`config.mk`:
```
export PLATFORM = sky130hd
export DESIGN_NAME = tpoh_insert
export DESIGN_NICKNAME = d
export VERILOG_FILES = /design/src/inc/tpoh_pkg.sv /design/src/core/tpoh_clkdiv.sv /design/src/core/tpoh_insert.sv /design/src/core/tpoh_shift.sv
export VERILOG_INCLUDE_DIRS = /design/src /design/src/inc
export SDC_FILE = /design/constraint.sdc
export NUM_CORES = 1
export LEC_CHECK = 0
export ABC_CLOCK_PERIOD_IN_PS = 2600
export BUFFER_PORTS_ARGS = -buffer_cell sky130_fd_sc_hd__buf_2
export CAP_MARGIN = 25
export CORE_MARGIN = 3
export CORE_UTILIZATION = 53
export CTS_CLUSTER_DIAMETER = 200
export CTS_CLUSTER_SIZE = 24
export DETAILED_ROUTE_END_ITERATION = 7
export PLACE_DENSITY = 0.88
export SYNTH_ARGS = -nofsm -noshare
export SYNTH_HDL_FRONTEND = slang
export SYNTH_HIERARCHICAL = 1
export SYNTH_SLANG_ARGS = --single-unit
```
`constraint.sdc`:
```
create_clock -name mclk_i -period 2.6 [get_ports mclk_i]
set_input_delay 0.26 -clock mclk_i [delete_from_list [all_inputs] [get_ports mclk_i]]
set_output_delay 0.26 -clock mclk_i [all_outputs]
set_load 0.02 [all_outputs]
```
`src/inc/tpoh_consts.svh`:
```
`ifndef TPOH_CONSTS_SVH
`define TPOH_CONSTS_SVH

// register offsets inside one channel page, channel nibble on top
`define TPOH_OFS_SEL      12'h982
`define TPOH_OFS_H4       12'h9A7
`define TPOH_OFS_Z3       12'h9AB
`define TPOH_OFS_H4_RX    12'h9B0
`define TPOH_OFS_Z3_RX    12'h9B4

// reset values and field layout
`define TPOH_SEL_RST      8'h00
`define TPOH_SEL_RW_MASK  8'h0F
`define TPOH_VAL_RST      8'h00
`define TPOH_BIT_H4       0
`define TPOH_BIT_Z3       1

// overhead port timing, counted in port clock periods
`define TPOH_H4_WAIT      8'h28
`define TPOH_Z3_WAIT      8'h30
`define TPOH_BYTE_W       8
`define TPOH_BYTE_PERIODS 8'h08
`define TPOH_POH_PERIODS  8'h48
`define TPOH_FRAME_PERIODS 96

// clock periods in ns
`define TPOH_MCLK_NS      32'h8
`define TPOH_LINK_NS      32'hA0

`endif

```
`src/inc/tpoh_pkg.sv`:
```
package tpoh_pkg;

  // slot of the overhead sequence the port is in
  typedef enum logic [3:0] {
    TPOH_ST_HEAD = 4'h1,
    TPOH_ST_H4   = 4'h2,
    TPOH_ST_Z3   = 4'h4,
    TPOH_ST_TAIL = 4'h8
  } tpoh_st_e;

  typedef logic [7:0] tpoh_byte_t;

  // whole state of the insert block
  typedef struct packed {
    tpoh_byte_t sel;
    tpoh_byte_t h4_val;
    tpoh_byte_t z3_val;
    tpoh_byte_t rdata;
    logic       ser_m;
    logic       ser_s;
    logic       ins_m;
    logic       ins_s;
    tpoh_byte_t period;
    tpoh_st_e   st;
    logic       win;
    logic       frm;
    logic       h4_port;
    logic       z3_port;
    tpoh_byte_t h4_snap;
    tpoh_byte_t z3_snap;
    logic       h4_ins;
    logic       z3_ins;
    tpoh_byte_t h4_out;
    tpoh_byte_t z3_out;
    logic       h4_ld;
    logic       z3_ld;
    logic       spe;
    tpoh_byte_t h4_rx;
    tpoh_byte_t z3_rx;
  } tpoh_state_s;

endpackage : tpoh_pkg

```
`src/core/tpoh_clkdiv.sv`:
```
`timescale 1ns/1ps

// divides mclk into the overhead port clock, with edge enables
module tpoh_clkdiv #(
  parameter int HALF = 10
) (
  input  wire logic mclk_i,   // system clock
  input  wire logic srst_i,   // sync reset, active high
  output logic      pclk_o,   // divided port clock level
  output logic      rise_o,   // one-cycle pulse with the rising edge
  output logic      fall_o    // one-cycle pulse with the falling edge
);

  localparam int CW = $clog2(HALF + 1);

  typedef struct packed {
    logic [CW-1:0] cnt;
    logic          lvl;
    logic          rise;
    logic          fall;
  } tpoh_div_s;

  tpoh_div_s q;
  tpoh_div_s next_q;

  // toggle every HALF cycles; level starts high so the first edge falls
  always_comb begin
    next_q      = q;
    next_q.rise = 1'b0;
    next_q.fall = 1'b0;
    if (q.cnt == CW'(HALF - 1)) begin
      next_q.cnt  = '0;
      next_q.lvl  = ~q.lvl;
      next_q.rise = ~q.lvl;
      next_q.fall = q.lvl;
    end else begin
      next_q.cnt = q.cnt + CW'(1);
    end
  end

  always_ff @(posedge mclk_i) begin
    if (srst_i) begin
      q <= '{cnt: '0, lvl: 1'b1, rise: 1'b0, fall: 1'b0};
    end else begin
      q <= next_q;
    end
  end

  assign pclk_o = q.lvl;
  assign rise_o = q.rise;
  assign fall_o = q.fall;

endmodule : tpoh_clkdiv

```
`src/core/tpoh_insert.sv`:
```
`timescale 1ns/1ps

`include "tpoh_consts.svh"

module tpoh_insert
  import tpoh_pkg::*;
#(
  parameter logic [3:0] CHAN          = 4'h0,                // channel page nibble
  parameter int         FRAME_PERIODS = `TPOH_FRAME_PERIODS  // port periods per SPE
) (
  input  wire logic        mclk_i,                    // 125 MHz system clock
  input  wire logic        srst_i,                    // sync reset, active high
  input  wire logic [15:0] reg_addr_i,                // register byte address
  input  wire logic [7:0]  reg_wdata_i,               // register write data
  input  wire logic        reg_we_i,                  // write strobe
  input  wire logic        reg_re_i,                  // read strobe
  output logic      [7:0]  reg_rdata_o,               // read data, cycle after strobe
  output logic             overhead_port_clock_out_o, // port clock to outside
  output logic             overhead_window_flag_o,    // overhead window flag
  output logic             overhead_frame_flag_o,     // frame start flag
  input  wire logic        overhead_serial_input_i,   // serial overhead bits in
  input  wire logic        overhead_insert_strobe_i,  // per-byte insert request
  output logic      [7:0]  h4_byte_o,                 // H4 byte for the SPE
  output logic      [7:0]  z3_byte_o,                 // Z3 byte for the SPE
  output logic             h4_load_o,                 // pulse, new H4 byte
  output logic             z3_load_o,                 // pulse, new Z3 byte
  output logic             spe_start_o                // pulse, new SPE begins
);

  // port clock half period, derived from the two clock periods
  localparam int LINK_CYC = int'(`TPOH_LINK_NS / `TPOH_MCLK_NS);
  localparam int HALF_CYC = (LINK_CYC / 2 < 1) ? 1 : LINK_CYC / 2;

  tpoh_state_s q;
  tpoh_state_s next_q;

  logic       rise;
  logic       fall;
  logic       pclk;
  logic [7:0] nrc;
  logic       frame_rise;
  logic       take_h4;
  logic       take_z3;
  logic       h4_done;
  logic       z3_done;
  logic       hit;
  logic [7:0] h4_cap;
  logic [7:0] z3_cap;

  // port clock and its edge enables come from one divider on mclk
  tpoh_clkdiv #(
    .HALF   (HALF_CYC)
  ) u_div (
    .mclk_i (mclk_i),
    .srst_i (srst_i),
    .pclk_o (pclk),
    .rise_o (rise),
    .fall_o (fall)
  );

  // one capture engine per inserted byte
  tpoh_shift #(
    .W      (`TPOH_BYTE_W)
  ) u_h4 (
    .mclk_i (mclk_i),
    .srst_i (srst_i),
    .clr_i  (frame_rise),
    .take_i (take_h4),
    .bit_i  (q.ser_s),
    .data_o (h4_cap),
    .done_o (h4_done)
  );

  tpoh_shift #(
    .W      (`TPOH_BYTE_W)
  ) u_z3 (
    .mclk_i (mclk_i),
    .srst_i (srst_i),
    .clr_i  (frame_rise),
    .take_i (take_z3),
    .bit_i  (q.ser_s),
    .data_o (z3_cap),
    .done_o (z3_done)
  );

  // index of the next rising port edge, wrapping once per SPE
  assign nrc = (q.period == 8'(FRAME_PERIODS - 1)) ? 8'h00 : q.period + 8'h01;
  assign frame_rise = rise && (nrc == 8'h00);
  assign hit = (reg_addr_i[15:12] == CHAN);

  // all next-state logic of the block
  always_comb begin
    next_q       = q;
    next_q.rdata = 8'h00;
    next_q.h4_ld = 1'b0;
    next_q.z3_ld = 1'b0;
    next_q.spe   = 1'b0;
    take_h4      = 1'b0;
    take_z3      = 1'b0;

    // pins from the outside pass two flops before anything looks at them
    next_q.ser_m = overhead_serial_input_i;
    next_q.ser_s = q.ser_m;
    next_q.ins_m = overhead_insert_strobe_i;
    next_q.ins_s = q.ins_m;

    // register writes; upper select bits are never stored
    if (reg_we_i && hit) begin
      case (reg_addr_i[11:0])
        `TPOH_OFS_SEL: next_q.sel    = reg_wdata_i & `TPOH_SEL_RW_MASK;
        `TPOH_OFS_H4:  next_q.h4_val = reg_wdata_i;
        `TPOH_OFS_Z3:  next_q.z3_val = reg_wdata_i;
        default:       next_q.sel    = q.sel;
      endcase
    end

    // register reads; data stands one cycle, unmapped reads give zero
    if (reg_re_i && hit) begin
      case (reg_addr_i[11:0])
        `TPOH_OFS_SEL:   next_q.rdata = q.sel;
        `TPOH_OFS_H4:    next_q.rdata = q.h4_val;
        `TPOH_OFS_Z3:    next_q.rdata = q.z3_val;
        `TPOH_OFS_H4_RX: next_q.rdata = q.h4_rx;
        `TPOH_OFS_Z3_RX: next_q.rdata = q.z3_rx;
        default:         next_q.rdata = 8'h00;
      endcase
    end

    // flags change on the falling edge so the outside samples them stable
    if (fall) begin
      next_q.frm = (nrc == 8'h00);
      next_q.win = (nrc < `TPOH_POH_PERIODS);
    end

    // slot tracking on each rising edge
    if (rise) begin
      next_q.period = nrc;
      case (q.st)
        TPOH_ST_HEAD: begin
          if (nrc == `TPOH_H4_WAIT + 8'h01) begin
            next_q.st = TPOH_ST_H4;
          end
        end
        TPOH_ST_H4: begin
          if (nrc == `TPOH_Z3_WAIT + 8'h01) begin
            next_q.st = TPOH_ST_Z3;
          end
        end
        TPOH_ST_Z3: begin
          if (nrc == `TPOH_Z3_WAIT + `TPOH_BYTE_PERIODS + 8'h01) begin
            next_q.st = TPOH_ST_TAIL;
          end
        end
        TPOH_ST_TAIL: begin
          if (nrc == 8'h00) begin
            next_q.st = TPOH_ST_HEAD;
          end
        end
        default: next_q.st = TPOH_ST_HEAD;
      endcase
      if (nrc == 8'h00) begin
        next_q.st = TPOH_ST_HEAD;
      end
    end

    // bits are taken on the rise after the fall that drove them
    take_h4 = rise && (next_q.st == TPOH_ST_H4);
    take_z3 = rise && (next_q.st == TPOH_ST_Z3);

    // the strobe only matters while the matching byte shifts in
    if (take_h4 && q.ins_s) begin
      next_q.h4_ins = 1'b1;
    end
    if (take_z3 && q.ins_s) begin
      next_q.z3_ins = 1'b1;
    end

    // SPE boundary: freeze selects and values for the whole SPE
    if (frame_rise) begin
      next_q.spe     = 1'b1;
      next_q.h4_port = q.sel[`TPOH_BIT_H4];
      next_q.z3_port = q.sel[`TPOH_BIT_Z3];
      next_q.h4_snap = q.h4_val;
      next_q.z3_snap = q.z3_val;
      next_q.h4_ins  = 1'b0;
      next_q.z3_ins  = 1'b0;
      if (!q.sel[`TPOH_BIT_H4]) begin
        next_q.h4_out = q.h4_val;
        next_q.h4_ld  = 1'b1;
      end
      if (!q.sel[`TPOH_BIT_Z3]) begin
        next_q.z3_out = q.z3_val;
        next_q.z3_ld  = 1'b1;
      end
    end

    // a completed port byte replaces the SPE byte when the port is chosen
    if (h4_done) begin
      next_q.h4_rx = h4_cap;
      if (q.h4_port || q.h4_ins) begin
        next_q.h4_out = h4_cap;
        next_q.h4_ld  = 1'b1;
      end
    end
    if (z3_done) begin
      next_q.z3_rx = z3_cap;
      if (q.z3_port || q.z3_ins) begin
        next_q.z3_out = z3_cap;
        next_q.z3_ld  = 1'b1;
      end
    end
  end

  // single state register; period starts at the last index so the
  // first falling edge announces frame 0
  always_ff @(posedge mclk_i) begin
    if (srst_i) begin
      q         <= '0;
      q.sel     <= `TPOH_SEL_RST;
      q.h4_val  <= `TPOH_VAL_RST;
      q.z3_val  <= `TPOH_VAL_RST;
      q.period  <= 8'(FRAME_PERIODS - 1);
      q.st      <= TPOH_ST_TAIL;
    end else begin
      q <= next_q;
    end
  end

  assign reg_rdata_o               = q.rdata;
  assign overhead_port_clock_out_o = pclk;
  assign overhead_window_flag_o    = q.win;
  assign overhead_frame_flag_o     = q.frm;
  assign h4_byte_o                 = q.h4_out;
  assign z3_byte_o                 = q.z3_out;
  assign h4_load_o                 = q.h4_ld;
  assign z3_load_o                 = q.z3_ld;
  assign spe_start_o               = q.spe;

  // upper select bits can never be seen set
  sel_upper_zero_a: assert property (
    @(posedge mclk_i) disable iff (srst_i)
    reg_re_i && hit && (reg_addr_i[11:0] == `TPOH_OFS_SEL) |=> reg_rdata_o[7:4] == 4'h0)
    else $error("select register upper bits read non-zero");

  // an H4 value write is stored unchanged in the next cycle
  h4_val_write_a: assert property (
    @(posedge mclk_i) disable iff (srst_i)
    reg_we_i && hit && (reg_addr_i[11:0] == `TPOH_OFS_H4) |=> q.h4_val == $past(reg_wdata_i))
    else $error("H4 value register did not take the write");

  // a Z3 value write is stored unchanged
  z3_val_write_a: assert property (
    @(posedge mclk_i) disable iff (srst_i)
    reg_we_i && hit && (reg_addr_i[11:0] == `TPOH_OFS_Z3) |=> q.z3_val == $past(reg_wdata_i))
    else $error("Z3 value register did not take the write");

  // software-sourced H4 is the frozen register value at each SPE start
  h4_soft_src_a: assert property (
    @(posedge mclk_i) disable iff (srst_i)
    spe_start_o && !q.h4_port |-> h4_load_o && (h4_byte_o == q.h4_snap))
    else $error("H4 byte not taken from software value");

  // software-sourced Z3 likewise
  z3_soft_src_a: assert property (
    @(posedge mclk_i) disable iff (srst_i)
    spe_start_o && !q.z3_port |-> z3_load_o && (z3_byte_o == q.z3_snap))
    else $error("Z3 byte not taken from software value");

  // port-sourced H4 equals the byte just shifted in
  h4_port_src_a: assert property (
    @(posedge mclk_i) disable iff (srst_i)
    h4_done && q.h4_port |=> h4_load_o && (h4_byte_o == $past(h4_cap)))
    else $error("H4 byte not taken from the port");

  // port-sourced Z3 equals the byte just shifted in
  z3_port_src_a: assert property (
    @(posedge mclk_i) disable iff (srst_i)
    z3_done && q.z3_port |=> z3_load_o && (z3_byte_o == $past(z3_cap)))
    else $error("Z3 byte not taken from the port");

  // capture only on a rising port edge, with the port clock just gone high
  capture_edge_a: assert property (
    @(posedge mclk_i) disable iff (srst_i)
    (take_h4 || take_z3) |-> overhead_port_clock_out_o && $rose(overhead_port_clock_out_o))
    else $error("serial bit taken away from a rising port edge");

  // the H4 bits start five byte times after the flagged edge
  h4_slot_pos_a: assert property (
    @(posedge mclk_i) disable iff (srst_i)
    $rose(q.st == TPOH_ST_H4) |-> q.period == `TPOH_H4_WAIT + 8'h01)
    else $error("H4 slot does not start after the sixth byte wait");

  // Z3 bits start one byte time after the H4 bits
  z3_slot_pos_a: assert property (
    @(posedge mclk_i) disable iff (srst_i)
    $rose(q.st == TPOH_ST_Z3) |-> q.period == `TPOH_Z3_WAIT + 8'h01)
    else $error("Z3 slot does not start after the seventh byte wait");

  // the eighth H4 bit lands on the last rise of the H4 slot
  h4_byte_end_a: assert property (
    @(posedge mclk_i) disable iff (srst_i)
    h4_done |-> q.period == `TPOH_H4_WAIT + `TPOH_BYTE_PERIODS)
    else $error("H4 byte completed on the wrong port edge");

  // the eighth Z3 bit lands on the last rise of the Z3 slot
  z3_byte_end_a: assert property (
    @(posedge mclk_i) disable iff (srst_i)
    z3_done |-> q.period == `TPOH_Z3_WAIT + `TPOH_BYTE_PERIODS)
    else $error("Z3 byte completed on the wrong port edge");

  // an H4 byte changes only at an SPE start or after a whole port byte
  h4_load_when_a: assert property (
    @(posedge mclk_i) disable iff (srst_i)
    h4_load_o |-> spe_start_o || $past(h4_done))
    else $error("H4 byte changed inside an SPE");

  // a Z3 byte changes only at an SPE start or after a whole port byte
  z3_load_when_a: assert property (
    @(posedge mclk_i) disable iff (srst_i)
    z3_load_o |-> spe_start_o || $past(z3_done))
    else $error("Z3 byte changed inside an SPE");

  // both flags stand high at the SPE start, so the outside counts from here
  spe_flags_a: assert property (
    @(posedge mclk_i) disable iff (srst_i)
    spe_start_o |-> overhead_frame_flag_o && overhead_window_flag_o)
    else $error("flags not both high at the SPE start");

  // frozen value stays put between SPE starts
  snap_hold_a: assert property (
    @(posedge mclk_i) disable iff (srst_i)
    !frame_rise |=> $stable(q.h4_snap) && $stable(q.z3_snap))
    else $error("software value changed inside an SPE");

endmodule : tpoh_insert

```
`src/core/tpoh_shift.sv`:
```
`timescale 1ns/1ps

// msb-first serial to parallel capture of one overhead byte
module tpoh_shift #(
  parameter int W = 8
) (
  input  wire logic         mclk_i,  // system clock
  input  wire logic         srst_i,  // sync reset, active high
  input  wire logic         clr_i,   // restart the bit count
  input  wire logic         take_i,  // shift one bit in
  input  wire logic         bit_i,   // serial data, already synchronised
  output logic [W-1:0]      data_o,  // last complete byte
  output logic              done_o   // pulse after the last bit
);

  localparam int CW = $clog2(W + 1);

  typedef struct packed {
    logic [W-1:0]  data;
    logic [W-1:0]  sh;
    logic [CW-1:0] cnt;
    logic          done;
  } tpoh_sh_s;

  tpoh_sh_s q;
  tpoh_sh_s next_q;

  // a clear restarts a torn byte so one late frame cannot shift the next
  always_comb begin
    next_q      = q;
    next_q.done = 1'b0;
    if (clr_i) begin
      next_q.cnt = '0;
    end else if (take_i) begin
      next_q.sh = {q.sh[W-2:0], bit_i};
      if (q.cnt == CW'(W - 1)) begin
        next_q.data = {q.sh[W-2:0], bit_i};
        next_q.done = 1'b1;
        next_q.cnt  = '0;
      end else begin
        next_q.cnt = q.cnt + CW'(1);
      end
    end
  end

  always_ff @(posedge mclk_i) begin
    if (srst_i) begin
      q <= '0;
    end else begin
      q <= next_q;
    end
  end

  assign data_o = q.data;
  assign done_o = q.done;

endmodule : tpoh_shift

```
==> results of run 1 <==
[flip-flops by register name, indices dropped and copies added, names as in the netlist, 2 cells and up]
name / count
h4_byte_o: 8
next_q: 2
q: 54
reg_rdata_o: 8
u_div/q: 4
u_h4/data_o: 8
u_h4/q: 11
u_z3/data_o: 8
u_z3/q: 11
z3_byte_o: 8
[worst max-delay path: stages (launching register included)]
cell       delay (ps)
dfxtp_2           350
ha_4              140
buf_6             130
nand4_1           190
nor3_1            290
a211o_1           200
buf_6             140
nand4_1           200
o2bb2ai_4         240
nor2_4            170
buf_4             140
nand2b_4           70
nor2_8            220
mux2i_1           280
[through the flow]
step                      hold WS, ps  cells  util (%)  setup TNS [ps]
final                            67.0    858      65.4           -3920
after global routing             81.5    858      65.4           -7970
after CTS                        65.9    846      63.6               0
after detailed placement          437    813      57.5            -524
after global placement            418    813      57.5               0
after floorplan                   329    657         -            -934
[Yosys cell counts (4+ instances only)]
library cell | number | area (um^2)
nand2_1 | 61 | 229
a222oi_1 | 8 | 80.1
nor2_1 | 63 | 236
ha_1 | 7 | 87.6
o21ai_0 | 22 | 110
nand4_1 | 9 | 56.3
nand3b_1 | 7 | 52.6
dfxtp_1 | 132 | 2640
nand2b_1 | 41 | 257
inv_1 | 12 | 45.0
nor3_1 | 14 | 70.1
nor2b_1 | 7 | 43.8
mux2_2 | 8 | 90.1
buf_4 | 46 | 345
and3_1 | 4 | 25.0
clkbuf_1 | 15 | 56.3
nand3_1 | 17 | 85.1
buf_2 | 10 | 50.1
mux2i_1 | 73 | 731
a21oi_1 | 29 | 145
o21ai_1 | 4 | 20.0
xnor2_1 | 5 | 43.8
[cell families (layout without fill, tap and decap cells)]
group,Yosys count,in the layout
AO/OA/AOI/OAI,91,91
adder cells (fa/ha/maj),7,7
multiplexers,81,81
XOR/XNOR,8,8
buffers and inverters,86,147
flip-flops,132,132
AND/OR/NAND/NOR,252,252
[per-layer routing]
metal / up-vias / wire length, um / global-route usage [%]
met3: 124 / 1670 / 5.52
met5: - / 0 / 0
met2: 391 / 8470 / 42.9
li1: 2354 / - / -
met1: 2501 / 6390 / 28.3
met4: 0 / 1050 / 13.3
[power groups by stage]
stage / Combinational (mW) / Clock [mW] / Sequential, mW
floorplan: 0.0578 / 0 / 2.08
global placement: 0.0943 / 0 / 2.08
detailed placement: 0.0987 / 0 / 2.08
CTS: 0.101 / 2.55 / 2.04
global route: 0.112 / 2.66 / 2.04
finish: 0.103 / 2.58 / 2.04
[layout make-up]
cell class | count | area share [%]
well taps | 140 | 2.43
multi-input cells | 439 | 42.6
flip-flops and latches | 132 | 36.7
inverters | 12 | 0.625
clock inverters | 15 | 2.86
repair buffers | 103 | 8.81
clock buffers | 17 | 5.90
[worst max path at each step]
stage	startpoint	end	slack, ps	cells after the start
after floorplan	q[61]$_SDFFE_PP1P_	u_h4/data_o[0]$_SDFFE_PP0P_	-50	13
after global routing	q[62]$_SDFFE_PP1P_	u_z3/data_o[7]$_SDFFE_PP0P_	-370	13
after global placement	q[61]$_SDFFE_PP1P_	u_h4/q[4]$_SDFFE_PP0P_	80	11
after CTS	q[61]$_SDFFE_PP1P_	u_h4/q[6]$_SDFFE_PP0P_	4	12
final	q[62]$_SDFFE_PP1P_	u_z3/data_o[7]$_SDFFE_PP0P_	-270	13
after detailed placement	q[61]$_SDFFE_PP1P_	u_h4/q[6]$_SDFFE_PP0P_	-60	11
[timing repair]
action	4_1_cts	5_1_grt
setup endpoints to repair	33	39
pin swaps	2	15
cloned	0	0
resized for setup	5	24
setup buffers	1	12
==> out/results.ini, run 1 <==
[pwr]
power.share.combinational_pct = 2.2
power.density_mw_per_mm2 = 654
p_sw_share_pct = 22.0
power.total_mw = 4.72
pwr-share-clk_pct = 54.7
power.leakage_nw = 2.96
netSwitchingPower_mw = 1.04
intPower_mw = 3.68
seq_power_share_pct = 43.1
peakVddDrop_mv = 0.560

[flow_run]
maxCapViolCount = 0

[worst_setup_path]
reg2reg_depth = 13
cp.arrival_ps = 3200
r2r_slack_ps = -270
critPathRequiredTime_ps = 2930
crit_fanout = 8
r2r_start = q[62]$_SDFFE_PP1P_
critPathLaunchType = register
worst-setup-path-type = reg2reg
endpoint_kind = register
reg2reg_to = u_z3/data_o[7]$_SDFFE_PP0P_

[detailed_routing]
detail-route-antenna-nets = 0
drc = 0
firstDrtPassIters = 7
wl_per_cell_um = 20.5
via_per_inst = 6.26
drt_iter0_drc = 790
num_vias = 5370
wl_um = 17600

[sta]
fin_crit_ps = 2870
setup_viol = 38
clock.fmax_mhz = 348
fin_skew_ps = 8.45
final.setup.worst_slack_ps = -271
drv_slew = 0
post-route-period-util_pct = 110
max_slew_margin_pct = 50.9
worst_pin_slew_ps = 726
grt_setup_unrepaired = true
hold_viol = 0

[cells_and_area]
layout_commonest_cell = dfxtp_1
finish.instance_area_mm2 = 0.00721
multiInputGateArea_mm2 = 0.00308
final_cell_mix = dfxtp_1, mux2i_1, nand2_1
n_fill_cell = 724
final_nets = 742
area_growth_syn_to_layout_pct = 18.0
drive_above_1_share_pct = 25.2
seq_area_mm2 = 0.00265
diodes = 0

[floorplan]
die_x_um = 113
dieArea_mm2 = 0.0129
num_rows = 38
core-area_mm2 = 0.0110
die_h_um = 113
initial_core_util_pct = 55.4
boundaryPins = 60

[status]
outcome = finished with violations
violations = setup timing

[logic_synthesis]
avgSynthCellArea_um2 = 9.30
synth_cells = 657
yosys.area_share.simple_pct = 22.1
synth_seq_cells = 132
synth_edf_count = 0
synth_xor_xnor_area_share_pct = 1.15
synth_compound_area_share_pct = 10.1
syn_nets = 694
synthMuxAreaShare_pct = 13.4
synth_top_family_by_area = simple AND/OR/NAND/NOR gates
synth_adder_area_share_pct = 1.43
ys_seq_area_share_pct = 43.2
yosys_warnings = 6
syn_area_mm2 = 0.00611
yosysUniqueCellTypes = 60
synth_ff_type = dfxtp_1
async_reset_ff_share_pct = 0

[clock_network]
cts_buffers = 17
cts_tree = yes
cts-root-buf = clkbuf_16
clock-sinks = 132
clkTransAtPathRegs_ps = 60
clockBufferDepth = 2
htreeDepth = 4
insertion_delay_ps = 420
hold_buffers = 0

[min_path]
worstHoldEndpoint = next_q[71]$_SDFF_PP0_
hold_start = overhead_serial_input_i
hp-class = in2reg
hold_depth = 2

[grt]
grt_max_degree = 51
grt_pass1_wl_um = 25400
grt_pass1_vias = 5143
antenna_found_initial = 0
globalRouteOverflowTotal = 0
grtUsageTotal_pct = 24.7

[place]
pre_cts_slack_ps = -61.7
dp_hpwl_um = 9910
io_buffers = 59
placed_area_mm2 = 0.00634
gp_congestion = 0.864

(Power assumes the default switching activity.)
==> run 2: changes to the inputs <==
Settings changed: CORE_UTILIZATION 53 to 50, PLACE_DENSITY 0.88 to 0.84.
==> run 2 against run 1 <==
Compared with the run above: combinational power is essentially flat; register-to-register slack gained 330 ps; worst setup slack gained 330 ps; via count shrank 8.3%; fmax grew 13%; highest routed layer unchanged; cell area shrank 0.54%; worst hold slack gained 2.0 ps; the flow now finishes without violations; non-clock buffer count shrank 6; sequential share of layout area grew 0.18 points; core utilization shrank 3.9 points.
==> out/results.ini, run 2 (synthesized netlist as in run 1, its figures left out) <==
[detailed_routing]
met1Wirelength_um = 6320  ; -1.2%
num_vias = 4924  ; -8.3%
met2WireLength_um = 7180  ; -15%
highest_layer = met4
met3_length_um = 850  ; -49%
wl_per_cell_um = 17.2  ; -16%
drt_iter0_drc = 650  ; -18%
firstDrtPassIters = 7  ; unchanged
wl_um = 14700  ; -17%
drc = 0  ; unchanged
detail-route-antenna-nets = 0  ; unchanged
via_per_inst = 5.76  ; -8.0%

[floorplan]
dieArea_mm2 = 0.0136  ; +5.7%
core-area_mm2 = 0.0117  ; +5.7%
boundaryPins = 60  ; unchanged
die_h_um = 117  ; +2.8%
initial_core_util_pct = 52.4  ; -3.0 points
die_x_um = 117  ; +2.8%
num_rows = 39  ; +2.6%

[clock_network]
insertion_delay_ps = 410  ; about the same
clkTransAtPathRegs_ps = 60  ; about the same
htreeDepth = 4  ; unchanged
clockBufferDepth = 2  ; unchanged
cts_tree = yes
clock-sinks = 132  ; unchanged
cts-root-buf = clkbuf_16
cts_buffers = 17  ; unchanged

[cells_and_area]
multiInputGateArea_mm2 = 0.00308  ; +0.16%
drive_above_1_share_pct = 24.9  ; -0.35 points
diodes = 0  ; unchanged
largest_reg_flops = 54  ; unchanged
top_register = q
area_growth_syn_to_layout_pct = 17.4
final_cells = 855  ; -0.35%
layout_commonest_cell = dfxtp_1
seq_area_mm2 = 0.00265  ; about the same
final_cell_mix = dfxtp_1, mux2i_1, nor2_1, nand2_1, buf_2
n_fill_cell = 871  ; +20%
final_nets = 736  ; -0.81%
reg_top3 = q (54), u_h4/q (11), u_z3/q (11)

[sta]
clock.fmax_mhz = 394  ; +13%
drv_slew = 0  ; unchanged
hold_viol = 0  ; unchanged
setup_viol = 0  ; -100%
max_slew_margin_pct = 52.6  ; +1.7 points
worst_pin_slew_ps = 705  ; -21.2 ps
fin_crit_ps = 2540  ; -331 ps
final.setup.worst_slack_ps = 60.0  ; +331 ps
post-route-period-util_pct = 97.7  ; -13 points
fin_skew_ps = 7.10  ; -1.35 ps
hold_ws_ps = 69.0  ; +2.02 ps

[worst_setup_path]
r2r_slack_ps = 60  ; +330 ps
critPathLaunchType = register
reg2reg_depth = 11  ; -2
crit_end = u_z3/q[4]$_SDFFE_PP0P_
reg2reg_to = u_z3/q[4]$_SDFFE_PP0P_
cp.arrival_ps = 2870  ; -330 ps
crit_fanout = 8  ; unchanged
r2r_start = q[62]$_SDFFE_PP1P_
critPathRequiredTime_ps = 2930  ; about the same
worst-setup-path-type = reg2reg
startpoint = q[62]$_SDFFE_PP1P_
endpoint_kind = register

[grt]
grt_pass1_vias = 4785  ; -7.0%
antenna_found_initial = 0  ; unchanged
globalRouteOverflowTotal = 0  ; unchanged
grt_pass1_wl_um = 22900  ; -9.8%
grtUsageTotal_pct = 21.5  ; -3.2 points
grt_max_degree = 47  ; -7.8%

[pwr]
peakVddDrop_mv = 0.435  ; -22%
power.leakage_nw = 2.94  ; -0.40%
power.density_mw_per_mm2 = 649  ; -0.73%

[place]
io_buffers = 59  ; unchanged
pre_cts_slack_ps = -145  ; -83.4 ps
dp_hpwl_um = 9650  ; -2.6%
gp_congestion = 0.906  ; +4.8%
placed_cells = 816  ; +0.37%

[min_path]
hp-class = in2reg

[flow_run]
maxCapViolCount = 0  ; unchanged

[status]
outcome = finished, final reports clean

## run 2: report_power, final
part | switching [mW] | leakage [nW] | internal, mW | total [mW]
sequential | 0.00554 | 1.06 | 2.03 | 2.04
clock | 0.910 | 0.308 | 1.61 | 2.52
combinational | 0.0613 | 1.57 | 0.0394 | 0.101
## run 2: what timing repair did
action	in CTS	in global routing
buffers inserted	5	2
pin swaps	4	8
resized for setup	9	21
endpoints found under the setup margin	35	36
hold buffers	0	0
## run 2: layout make-up
class,instances,share of cell area [%]
well taps,143,2.49
clock inverters,15,2.79
multi-input cells,439,42.9
repair buffers,97,8.30
flip-flops and latches,132,36.9
clock buffers,17,5.93
inverters,12,0.628
## run 2: worst min path at each step
stage / from / to / slack (ps) / cells past startpoint
4_1_cts: overhead_serial_input_i / next_q[71]$_SDFF_PP0_ / 70 / 2
3_5_place_dp: next_q[71]$_SDFF_PP0_ / q[71]$_SDFF_PP0_ / 430 / 1
2_1_floorplan: srst_i / u_div/q[5]$_SDFF_PP0_ / 330 / 1
5_1_grt: overhead_serial_input_i / next_q[71]$_SDFF_PP0_ / 70 / 2
6_report: overhead_serial_input_i / next_q[71]$_SDFF_PP0_ / 70 / 2
3_3_place_gp: next_q[69]$_SDFF_PP0_ / q[69]$_SDFF_PP0_ / 420 / 1
## run 2: per-stage QoR
stage | power [mW] | util [%] | TNS (ps) | cell area, um^2
global route | 4.78 | 61.5 | -44.9 | 7170
floorplan | 2.14 | - | -934 | 6120
CTS | 4.67 | 60.6 | 0 | 7060
detailed placement | 2.18 | 54.4 | -2970 | 6350
global placement | 2.17 | 54.4 | -0.926 | 6350
finish | 4.66 | 61.5 | 0 | 7170
## run 2: worst max-delay path, stage by stage, from the launching register on
cell and delay [ps]:
dfxtp_2 340, ha_4 180, buf_4 170, nand3_4 110, o22ai_2 100, o211a_1 250
and2_4 160, or2_4 270, nor2_4 190, nand4_1 140, or3_1 360, a211oi_2 190
## run 2: metal layers
| metal | GRT usage [%] | vias to the layer above |
|---|---|---|
| li1 | - | 2345 |
| met3 | 5.13 | 24 |
| met4 | 8.41 | 0 |
| met1 | 25.8 | 2355 |
| met2 | 37.2 | 200 |
| met5 | 0 | - |
==> run 3: changes to the inputs <==
Settings changed: BUFFER_PORTS_ARGS -buffer_cell sky130_fd_sc_hd__buf_2 to -buffer_cell sky130_fd_sc_hd__buf_4.
==> run 3 against run 2 <==
Compared with the run above: count of clock-buffer cells in the layout is the same; power fell by 3.8%; worst hold slack worse by 5.6 ps; worst setup slack worse by 41 ps; the flow now finishes with violations (DRC); critical path type unchanged; highest routed layer unchanged; register-to-register slack got worse by 40 ps; via count increased by 4.1%; critical endpoint unchanged; core utilization up 0.59 points; combinational power rose by 12%; clock power decreased by 8%; clock skew up 1.6 ps; critical path depth grew 1; cell area grew 0.96%.
==> out/results.ini, run 3 (synthesized netlist as in run 1, its figures left out) <==
[pwr]
peakVddDrop_mv = 0.489  ; +12%
power.total_mw = 4.48  ; -3.8%
power.leakage_nw = 2.91  ; -1.3%
pwr-share-clk_pct = 52.1  ; -2.0 points
intPower_mw = 3.50  ; -5.0%
power.share.combinational_pct = 2.5  ; +0.3 points
p_sw_share_pct = 22.0  ; +1.0 points
seq_power_share_pct = 45.4  ; +1.7 points
power.density_mw_per_mm2 = 619  ; -4.7%
netSwitchingPower_mw = 0.985  ; +0.83%

[cells_and_area]
drive_above_1_share_pct = 23.9  ; -0.98 points
area_growth_syn_to_layout_pct = 18.5
diodes = 0  ; unchanged
final_nets = 736  ; unchanged
final_cell_mix = dfxtp_1, buf_4, mux2i_1
top_register = q
largest_reg_flops = 54  ; unchanged
finish.instance_area_mm2 = 0.00724  ; +0.96%
reg_top3 = q (54), u_h4/q (11), u_z3/q (11)
layout_commonest_cell = dfxtp_1

[floorplan]
die_h_um = 117  ; unchanged
core-area_mm2 = 0.0117  ; unchanged
die_x_um = 117  ; unchanged
boundaryPins = 60  ; unchanged
initial_core_util_pct = 52.4  ; unchanged
dieArea_mm2 = 0.0136  ; unchanged
num_rows = 39  ; unchanged

[place]
dp_hpwl_um = 9580  ; -0.77%
io_buffers = 59  ; unchanged
pre_cts_slack_ps = -67.7  ; +77.4 ps
placed_area_mm2 = 0.00648  ; +2.0%
gp_congestion = 0.935  ; +3.3%

[grt]
use_met3_pct = 5.34  ; +0.21 points
grt_pass1_wl_um = 23500  ; +2.7%
met1_usage_pct = 26.0  ; +0.26 points
grt_pass1_vias = 4860  ; +1.6%
top_usage_layer = met2
grtUsageMet2_pct = 37.4  ; +0.19 points
grtUsageTotal_pct = 21.8  ; +0.35 points
antenna_found_initial = 0  ; unchanged
grt_max_degree = 50  ; +6.4%
globalRouteOverflowTotal = 0  ; unchanged

[sta]
max_slew_margin_pct = 58.7  ; +6.1 points
setup_viol = 0  ; unchanged
worst_pin_slew_ps = 617  ; -87.9 ps
grt_setup_unrepaired = true
fin_tns_setup_ps = 0  ; unchanged
clock.fmax_mhz = 387  ; -1.6%
drv_slew = 0  ; unchanged
fin_skew_ps = 8.70  ; +1.61 ps
final.setup.worst_slack_ps = 18.5  ; -41.5 ps
post-route-period-util_pct = 99.3  ; +1.6 points
hold_viol = 0  ; unchanged
fin_crit_ps = 2580  ; +41.5 ps

[detailed_routing]
via_per_inst = 6.00  ; +4.1%
firstDrtPassIters = 8  ; +1
wl_um = 15400  ; +4.9%
drt_iter0_drc = 607  ; -6.6%
num_vias = 5127  ; +4.1%
drc = 3  ; +3
wl_per_cell_um = 18.0  ; +4.9%
detail-route-antenna-nets = 0  ; unchanged

[clock_network]
clockBufferDepth = 2  ; unchanged
cts_buffers = 17  ; unchanged
cts_tree = yes
hold_buffers = 0  ; unchanged
htreeDepth = 4  ; unchanged
clkTransAtPathRegs_ps = 60  ; about the same
cts-root-buf = clkbuf_16
clock-sinks = 132  ; unchanged
insertion_delay_ps = 420  ; about the same

[worst_setup_path]
slowest_stage = dfxtp_4
endpoint_kind = register
worst-setup-path-type = reg2reg
crit_fanout = 7  ; -1
critPathRequiredTime_ps = 2940  ; about the same
path_common_cell = nand4_1
cp.arrival_ps = 2920  ; +50 ps
crit_buf_inv = 2  ; +1
critPathLaunchType = register
crit_chain = ha_4 > nand4_1 > nor2_1 > a211o_1 > buf_6 > buf_4 > nand3_1 > o2bb2ai_4 > nor2_4 > nand4_1 > or3_4 > a211oi_2
path_delay_family = simple AND/OR/NAND/NOR gates
max_stage_delay_ps = 360  ; about the same

[min_path]
hp-class = in2reg

[status]
outcome = finished with violations
violations = DRC

[flow_run]
maxCapViolCount = 0  ; unchanged

==> run 3: changes by cell type in the layout (fill, tap and decap cells not counted), sizes merged <==
cell      change
inv           -1
bufinv        -2
clkinvlp      +3
==> run 3: per-stage QoR <==
step	util [%]	instances	hold WS [ps]
floorplan	-	657	329
finish	62.1	855	63.4
detailed placement	55.6	814	436
CTS	60.7	846	57.4
global route	62.1	855	52.4
global placement	55.6	814	428
==> run 3: timing repair <==
item	in CTS	in global routing
setup buffers	0	8
gates cloned	0	1
endpoints found under the setup margin	32	34
pin swaps	1	12
resized for setup	4	25
==> run 3: per-layer routing <==
layer / share of wire (%) / vias to the layer above
li1: - / 2345
met1: 39 / 2420
met2: 49 / 308
met3: 8.6 / 54
met4: 3.2 / 0
met5: 0 / -
==> run 3: layout make-up <==
cell class | instances | area (um^2)
Timing Repair Buffer | 97 | 744
Tap cell | 143 | 179
Inverter | 12 | 45.0
Fill cell | 829 | 4420
Clock inverter | 15 | 158
Sequential cell | 132 | 2650
Clock buffer | 17 | 425
Multi-Input combinational cell | 439 | 3040
==> run 3: final timing paths <==
check / to / from / slack, ps / depth (start not counted)
setup / recovery: u_z3/q[4]$_SDFFE_PP0P_ / q[62]$_SDFFE_PP1P_ / 20 / 12
setup reg to reg: u_z3/q[4]$_SDFFE_PP0P_ / q[62]$_SDFFE_PP1P_ / 20 / 12
hold / removal: next_q[69]$_SDFF_PP0_ / overhead_insert_strobe_i / 60 / 2
hold reg to reg: q[71]$_SDFF_PP0_ / next_q[71]$_SDFF_PP0_ / 440 / 1
==> run 3: power by group through the flow <==
| stage | logic [mW] | registers [mW] | clock network, mW |
|---|---|---|---|
| floorplan | 0.0578 | 2.08 | 0 |
| global placement | 0.106 | 2.08 | 0 |
| detailed placement | 0.110 | 2.08 | 0 |
| CTS | 0.111 | 2.04 | 2.35 |
| global route | 0.122 | 2.03 | 2.44 |
| finish | 0.113 | 2.03 | 2.33 |
